`config.mk`:
```
export PLATFORM = sky130hd
export DESIGN_NAME = llld_top
export DESIGN_NICKNAME = d
export VERILOG_FILES = /design/src/verilog/llld_pkg.sv /design/src/verilog/llld_sync2.sv /design/src/verilog/llld_top.sv
export VERILOG_INCLUDE_DIRS = /design/src /design/src/verilog
export SDC_FILE = /design/constraint.sdc
export NUM_CORES = 1
export LEC_CHECK = 0
export ABC_AREA = 0
export BUFFER_PORTS_ARGS = -buffer_cell sky130_fd_sc_hd__buf_2
export CAP_MARGIN = 30
export CORE_ASPECT_RATIO = 0.6
export CORE_MARGIN = 3
export CORE_UTILIZATION = 29
export CTS_CLUSTER_DIAMETER = 80
export DETAILED_ROUTE_END_ITERATION = 10
export GPL_TIMING_DRIVEN = 0
export SLEW_MARGIN = 20
export SYNTH_ARGS = -nofsm -noshare
export SYNTH_HDL_FRONTEND = slang
export SYNTH_HIERARCHICAL = 1
export SYNTH_SLANG_ARGS = --single-unit
```
`constraint.sdc`:
```
create_clock -name CLOCK -period 3 [get_ports CLOCK]
set_clock_uncertainty 0.05 [all_clocks]
set_input_delay 0.6 -clock CLOCK [delete_from_list [all_inputs] [get_ports CLOCK]]
set_output_delay 0.6 -clock CLOCK [all_outputs]
set_load 0.005 [all_outputs]
```
`src/verilog/llld_cfg.svh`:
```
// Constants for the line-lock loss detector: offsets, fields, counts.
// Assumes inclusion by bare name from the package and the top module.
`ifndef LLLD_CFG_SVH
`define LLLD_CFG_SVH
`define LLLD_ADDR_CTRL 8'h19
`define LLLD_ADDR_SPARE 8'h1A
`define LLLD_ADDR_ID 8'h1B
`define LLLD_CTRL_SEL_BIT 5
`define LLLD_CTRL_RESET 8'h00
`define LLLD_SEL_RESET 1'b0
`define LLLD_MISS_LIMIT_MULTI 4'hC
`define LLLD_MISS_LIMIT_SINGLE 4'h1
`define LLLD_WHITE_PEAK_CODE 8'hF8
`define LLLD_FULL_SCALE_CODE 8'hFF
`define LLLD_LINE_WINDOW 12'hFA0
`define LLLD_LOCK_LINES 4'h4
`endif

```
`src/verilog/llld_pkg.sv`:
```
// Types shared by the line-lock loss detector modules.
// Assumes llld_cfg.svh is on the include path.
`include "llld_cfg.svh"
package llld_pkg;
  typedef enum logic [1:0] {LLLD_ACQUIRE, LLLD_TRACK} llld_state_t;
endpackage : llld_pkg

```
`src/verilog/llld_sync2.sv`:
```
// Two-flop synchroniser for inputs arriving from outside the clock domain.
// Assumes CLOCK is the master clock and the output is read by one domain.
`timescale 1ns/1ps
module llld_sync2 #(
  parameter int WIDTH = 1
) (
  // Clock and reset
  input wire logic clock,
  input wire logic resetn,
  // Data
  input wire logic [WIDTH-1:0] async_in,
  output logic [WIDTH-1:0] sync_out
);
  logic [WIDTH-1:0] meta_reg;

  always_ff @(posedge clock or negedge resetn) begin
    if (!resetn) begin
      meta_reg <= '0;
      sync_out <= '0;
    end else begin
      meta_reg <= async_in;
      sync_out <= meta_reg;
    end
  end
endmodule : llld_sync2

```
`src/verilog/llld_top.sv`:
```
// Line-lock loss detector with its registers at 0x19-0x1B and white peak.
// Assumes an upstream serial decoder gives one-cycle register strobes and
// that the horizontal sync and peak enable come from outside the clock.
`timescale 1ns/1ps
`include "llld_cfg.svh"

module llld_top #(
  parameter logic [7:0] PART_CODE = 8'h5A, // Value arbitrary
  parameter logic [11:0] LINE_WINDOW = `LLLD_LINE_WINDOW,
  parameter logic [3:0] LOCK_LINES = `LLLD_LOCK_LINES
) (
  // Clock and reset
  input wire logic CLOCK,
  input wire logic RESETN,
  // Register access
  input wire logic REG_WR,
  input wire logic REG_RD,
  input wire logic [7:0] REG_ADDR,
  input wire logic [7:0] REG_WDATA,
  output logic [7:0] REG_RDATA,
  // Video sync and conversion
  input wire logic HSYNC_IN,
  input wire logic WHITE_PEAK_LIMIT_EN,
  input wire logic [7:0] VIDEO_CODE,
  output logic GAIN_REDUCE,
  output logic [7:0] VIDEO_OUT,
  // Status
  output logic LINE_LOCKED,
  output logic LOCK_LOST
);
  logic [1:0] sync_bits;
  logic hsync_s, hsync_prev_reg, hsync_edge;
  logic peak_en;
  logic sync_loss_threshold_sel_reg;
  llld_pkg::llld_state_t state_reg;
  logic [11:0] line_cnt_reg;
  logic [3:0] miss_cnt_reg, miss_cnt_next, good_cnt_reg;
  logic [3:0] miss_limit;
  logic window_end, lose_now;

  // HSYNC_IN and WHITE_PEAK_LIMIT_EN are synchronised before any logic reads them
  llld_sync2 #(.WIDTH(2)) u_sync (
    .clock(CLOCK),
    .resetn(RESETN),
    .async_in({WHITE_PEAK_LIMIT_EN, HSYNC_IN}),
    .sync_out(sync_bits)
  );
  assign hsync_s = sync_bits[0];
  assign peak_en = sync_bits[1];

  always_ff @(posedge CLOCK or negedge RESETN) begin
    if (!RESETN) begin
      hsync_prev_reg <= 1'b0;
    end else begin
      hsync_prev_reg <= hsync_s;
    end
  end
  assign hsync_edge = hsync_s & ~hsync_prev_reg;

  always_ff @(posedge CLOCK or negedge RESETN) begin
    if (!RESETN) begin
      sync_loss_threshold_sel_reg <= `LLLD_SEL_RESET;
    end else if (REG_WR && REG_ADDR == `LLLD_ADDR_CTRL) begin
      sync_loss_threshold_sel_reg <= REG_WDATA[`LLLD_CTRL_SEL_BIT];
    end
  end

  always_ff @(posedge CLOCK or negedge RESETN) begin
    if (!RESETN) begin
      REG_RDATA <= 8'h00;
    end else if (REG_RD) begin
      unique case (REG_ADDR)
        `LLLD_ADDR_CTRL: begin
          REG_RDATA <= 8'(sync_loss_threshold_sel_reg) << `LLLD_CTRL_SEL_BIT;
        end
        `LLLD_ADDR_ID: REG_RDATA <= PART_CODE;
        default: REG_RDATA <= 8'h00;
      endcase
    end
  end

  // Line window timer restarts on every sync so a late sync is a miss
  always_ff @(posedge CLOCK or negedge RESETN) begin
    if (!RESETN) begin
      line_cnt_reg <= 12'h000;
    end else if (hsync_edge || window_end) begin
      line_cnt_reg <= 12'h000;
    end else begin
      line_cnt_reg <= line_cnt_reg + 12'h001;
    end
  end
  assign window_end = (line_cnt_reg == LINE_WINDOW - 12'h001) && !hsync_edge;

  assign miss_limit = sync_loss_threshold_sel_reg ?
    `LLLD_MISS_LIMIT_SINGLE : `LLLD_MISS_LIMIT_MULTI;

  always_comb begin
    miss_cnt_next = miss_cnt_reg;
    if (hsync_edge) begin
      miss_cnt_next = 4'h0;
    end else if (window_end) begin
      miss_cnt_next = miss_cnt_reg + 4'h1;
    end
  end
  assign lose_now = (state_reg == llld_pkg::LLLD_TRACK) && window_end &&
    (miss_cnt_next >= miss_limit);

  always_ff @(posedge CLOCK or negedge RESETN) begin
    if (!RESETN) begin
      miss_cnt_reg <= 4'h0;
    end else if (lose_now || state_reg == llld_pkg::LLLD_ACQUIRE) begin
      miss_cnt_reg <= 4'h0;
    end else begin
      miss_cnt_reg <= miss_cnt_next;
    end
  end

  always_ff @(posedge CLOCK or negedge RESETN) begin
    if (!RESETN) begin
      state_reg <= llld_pkg::LLLD_ACQUIRE;
      good_cnt_reg <= 4'h0;
    end else begin
      unique case (state_reg)
        llld_pkg::LLLD_ACQUIRE: begin
          if (window_end) begin
            good_cnt_reg <= 4'h0;
          end else if (hsync_edge) begin
            if (good_cnt_reg + 4'h1 >= LOCK_LINES) begin
              state_reg <= llld_pkg::LLLD_TRACK;
              good_cnt_reg <= 4'h0;
            end else begin
              good_cnt_reg <= good_cnt_reg + 4'h1;
            end
          end
        end
        llld_pkg::LLLD_TRACK: begin
          if (lose_now) begin
            state_reg <= llld_pkg::LLLD_ACQUIRE;
          end
        end
        // Unused codes fall back to a fresh search
        default: begin
          state_reg <= llld_pkg::LLLD_ACQUIRE;
        end
      endcase
    end
  end

  always_ff @(posedge CLOCK or negedge RESETN) begin
    if (!RESETN) begin
      LINE_LOCKED <= 1'b0;
      LOCK_LOST <= 1'b0;
    end else begin
      LINE_LOCKED <= (state_reg == llld_pkg::LLLD_TRACK) && !lose_now;
      LOCK_LOST <= lose_now;
    end
  end

  // white peak limit
  // Full scale already saturates in the converter, so only flag the gain
  always_ff @(posedge CLOCK or negedge RESETN) begin
    if (!RESETN) begin
      GAIN_REDUCE <= 1'b0;
      VIDEO_OUT <= 8'h00;
    end else begin
      GAIN_REDUCE <= peak_en && (VIDEO_CODE > `LLLD_WHITE_PEAK_CODE);
      VIDEO_OUT <= VIDEO_CODE;
    end
  end
endmodule : llld_top

```
Yosys cells after proc, flatten, opt, wreduce, memory -nomap -nowiden
Cells that the tools add are included.
- output and inout bits: 19
- bits in registers: 47
- reduce and logical (&&, ||, !) cells: 14
- muxes and demuxes: 14
- $lt $le $gt $ge: 3
- add/subtract/negate cells: 3
- equality and inequality tests: 8
- bitwise gates (word level): 2
- operators by type and width (kind ; number):
    4-bit two-way mux ; 7
    8-bit by 5-bit == test with 1-bit output (second input constant) ; 2
    7-bit one-hot mux with 2 select lines ; 1
    12-bit by 1-bit adder with 12-bit output (second input constant) ; 1
    12-bit == test (second input constant) ; 1
    12-bit two-way mux ; 1
    4-bit by 1-bit adder with 4-bit output (second input constant) ; 2
    8-bit greater-than comparator (second input constant) ; 1
    2-bit two-way mux ; 4
    1-bit logical AND ; 6
    2-bit != test (second input constant) ; 3
    4-bit by 3-bit >= comparator with 1-bit output (second input constant) ; 1
    4-bit >= comparator ; 1
    2-bit one-hot mux with 2 select lines ; 1
    4-bit AND reduction ; 1
    2-bit by 1-bit == test with 1-bit output (second input constant) ; 1
    1-bit zero test ; 2
    2-bit zero test ; 1
    1-bit logical OR ; 2
    2-bit by 1-bit != test with 1-bit output (second input constant) ; 1
    2-bit AND reduction ; 1
    2-bit nonzero test ; 1
    1-bit AND ; 1
    1-bit inverter ; 1

Depth between registers and ports, before layout
- depth after elaboration: 10
- mapped depth: 11

By module
The synthesis kept the hierarchy.
- by module, submodules not included (module ; times used ; cells each ; area an instance (µm²) ; seq. area each (µm²)):
    llld_top ; 1 ; 155 ; 1706.6 ; 900.9
    llld_sync2 ; 1 ; 4 ; 100.1 ; 100.1

Least setup slack after synthesis
OpenSTA, ideal clock, no wires.
- path kind: reg-to-reg
- start: register line_cnt_reg[0]
- end: register miss_cnt_reg[0]
- stages on the path, launching flop included: 12
- slack: 341 ps
- data required time: 2858 ps
- clock period less this slack: 2659 ps
- arrival time: 2517 ps
- cell sequence: dfrtp_1 -> ha_1 -> and4_4 -> nand3_2 -> buf_6 -> xnor2_1 -> nand2_1 -> ha_1 -> or4b_4 -> a21oi_4 -> nand2b_1 -> o31ai_2
- word-level cells in the longest chain between the ends: 8
- RTL lines (what ; line ; source):
    start, declared ; llld_top.sv:36 ; logic [11:0] line_cnt_reg;
    start signal, assigned ; llld_top.sv:89 ; line_cnt_reg <= line_cnt_reg + 12'h001;
    12-bit == test * ; llld_top.sv:92 ; assign window_end = (line_cnt_reg == LINE_WINDOW - 12'h001) && !hsync_edge;
    1-bit logical AND * ; llld_top.sv:92 ;
    4-bit two-way mux ; llld_top.sv:101 ; end else if (window_end) begin
    4-bit two-way mux ; llld_top.sv:99 ; if (hsync_edge) begin
    4-bit >= comparator ; llld_top.sv:106 ; (miss_cnt_next >= miss_limit);
    1-bit logical AND ; llld_top.sv:105 ; assign lose_now = (state_reg == llld_pkg::LLLD_TRACK) && window_end &&
    1-bit logical OR ; llld_top.sv:111 ; end else if (lose_now || state_reg == llld_pkg::LLLD_ACQUIRE) begin
    4-bit two-way mux * ; llld_top.sv:111 ;
    end signal, assigned ; llld_top.sv:114 ; miss_cnt_reg <= miss_cnt_next;
    end, declared ; llld_top.sv:37 ; logic [3:0] miss_cnt_reg, miss_cnt_next, good_cnt_reg;
Mark *: on every way between the ends. The rest lies on a longest branch, timed or not.
A chain may end at the register's enable or synchronous reset.

Final worst setup path
Same ends and word-level chain as after synthesis.

==> reports/results.tsv <==
metric	value	unit
die_area	7240	um^2
cts_buffers	5	
ys_types	42	
clockBufferDepth	2	
io_pins	49	
clk_latency	300	ps
crit_fanout	10	
postLayoutCoreUtil	39.1	%
ir_drop	0.273	mV
crit_type	reg -> reg	
syn_inst	159	
h-tree-depth	2	
fp.dieH	67.1	um
post-route-drc-count	0	
period_needed	2860	ps
synthDominantCellAreaShare	55.4	%
end_kind	register	
gr-total-overflow	0	
max-cap-violations	0	
synth_area_per_cell	11.4	um^2
cts_root_buf	clkbuf_8	
fmax	0.349	GHz
start_util	31.1	%
synth_ff_type	dfrtp_1	
avgRoutedWirePerCell	12.3	um
dp_hpwl	2530	um
place.gp.congestion	0.780	
synth_edf_count	0	
largest_register_ffs	12	
status	finished, final reports clean	
fillers	574	
dr.pass1.iters	4	
ys_seq_area_share	55.4	%
cellLeakagePower	1.05	nW
async_flop_share	100	%
io_buffer_count	38	
synth_common_cells	dfrtp_1, nand2_1, nor2_1	
report.final.slew_viol_count	0	
cp.arrival	3030	ps
placed_cells	279	
cts_tree	built	
cp-start-kind	register	
nNetsFinal	244	
synth_area_leader_cell	dfrtp_1	
fp.coreArea	5810	um^2
rows	21	
cts.sinks	40	
vias	1332	
antenna_found_initial	0	
drive_above_1_share	31.1	%
postRouteAntennaNets	0	
final_hold_viol_count	0	
grt_max_degree	41	
grt_pass1_vias	1249	
period_share	95.5	%
required	3160	ps
yosysWarnings	6	
areaGrowthSynthToFinish	25.6	%
die_w	108	um
drt_iter0_markers	66	
synth.most_common_cell	dfrtp_1	
clkTransAtPathRegs	90	ps
rsz0062_at_grt	yes	
grt_first_pass_wirelength	5980	um
grt_usage	10.6	%
power_density	559	nW/um^2
syn_area	1810	um^2
hold_class	in -> async	
vias_per_cell	4.61	
antenna_cells	0	
synth_area_leaders	dfrtp_1, ha_1, xor2_1	
ys_seq_elements	40	
final-instance-count-excl-fill	289	
setup_viol	0	
wl	3550	um
power breakdown:
part | switching [mW] | internal [mW] | leakage (nW)
Sequential | 0.0481 | 0.592 | 0.512
Clock | 0.205 | 0.251 | 0.0548
Combinational | 0.0931 | 0.0799 | 0.478
what timing repair did:
item,in CTS,in global routing
hold buffers,0,0
endpoints found under the setup margin,0,5
setup buffers,0,1
resized for setup,0,3
area by class of cell:
type | count | area [um^2] | share of cell area (%)
clock inverters | 3 | 46.3 | 2.04
clock buffers | 5 | 68.8 | 3.03
repair buffers | 40 | 225 | 9.93
flip-flops and latches | 40 | 1000 | 44.2
plain buffers | 10 | 67.6 | 2.98
well taps | 80 | 100 | 4.41
inverters | 1 | 3.75 | 0.165
multi-input cells | 110 | 754 | 33.3
critical path, stage by stage (launching register included):
cell and delay (ps):
dfrtp_2 420, ha_4 160, and4_4 260, nand3_2 130
buf_6 170, xnor2_1 130, nand2_1 70, ha_1 290
or4b_4 550, a21oi_4 240, nand2b_1 130, o31ai_2 170
final timing paths:
kind	from	end	slack, ps	cells after the start
worst max-delay path	line_cnt_reg[0]	miss_cnt_reg[0]	140	11
max in group asynchronous	RESETN	line_cnt_reg[0]	2220	2
worst min register to register	u_sync/meta_reg[0]	u_sync/sync_out[0]	310	0
min in group CLOCK	u_sync/meta_reg[0]	u_sync/sync_out[0]	310	0
worst max register to register	line_cnt_reg[0]	miss_cnt_reg[0]	140	11
worst min-delay path	RESETN	VIDEO_OUT[5]	200	1
cells by family (layout without fill, tap and decap cells):
kind of cell	Yosys count	after routing	share of synthesized area [%]
adders and majority gates	6	6	4.16
muxes	1	1	0.623
and+or+nand+nor	66	66	20.8
xor gates and xnor gates	12	12	5.82
DFF	40	40	55.4
AOI/OAI and AO/OA	22	22	9.07
other	1	3	0.208
buffers and inverters	11	59	3.95
per-stage QoR:
stage / TNS [ps] / total power, mW / cell area (um^2) / setup WS (ps) / hold WS, ps
after global placement: 0 / 0.807 / 2100 / 137 / 289
after global routing: -5.53 / 1.34 / 2270 / -5.53 / 225
after floorplan: 0 / 0.739 / 1810 / 341 / 254
final: 0 / 1.27 / 2270 / 136 / 202
after CTS: 0 / 1.26 / 2220 / 81.2 / 308
after detailed placement: 0 / 0.810 / 2100 / 88.8 / 290
placed cells by master, fill, tap and decap left out, types with 2 or more instances in the layout:
cell type and count:
dfrtp_1 39, nor2b_1 2, xnor2_1 4, nand2b_1 2, or3_1 2, a21oi_1 2
buf_2 38, xor2_1 8, and2_1 3, nor2_1 13, a31oi_1 3, conb_1 3
nand4_1 7, nand2_1 13, nand3_1 8, clkbuf_8 5, and4_1 3, nor3_1 5
buf_4 7, o21ai_0 4, ha_1 5, clkbuf_1 3, o21a_1 3
metal layers:
layer | up-vias | track usage, % | share of wire (%)
li1 | 654 | - | -
met3 | 6 | 2.87 | 4.9
met4 | 0 | 4.72 | 1.8
met5 | - | 0 | 0
met1 | 642 | 16.1 | 52
met2 | 30 | 13.6 | 41
No activity file was read; power rests on OpenSTA's default activity.
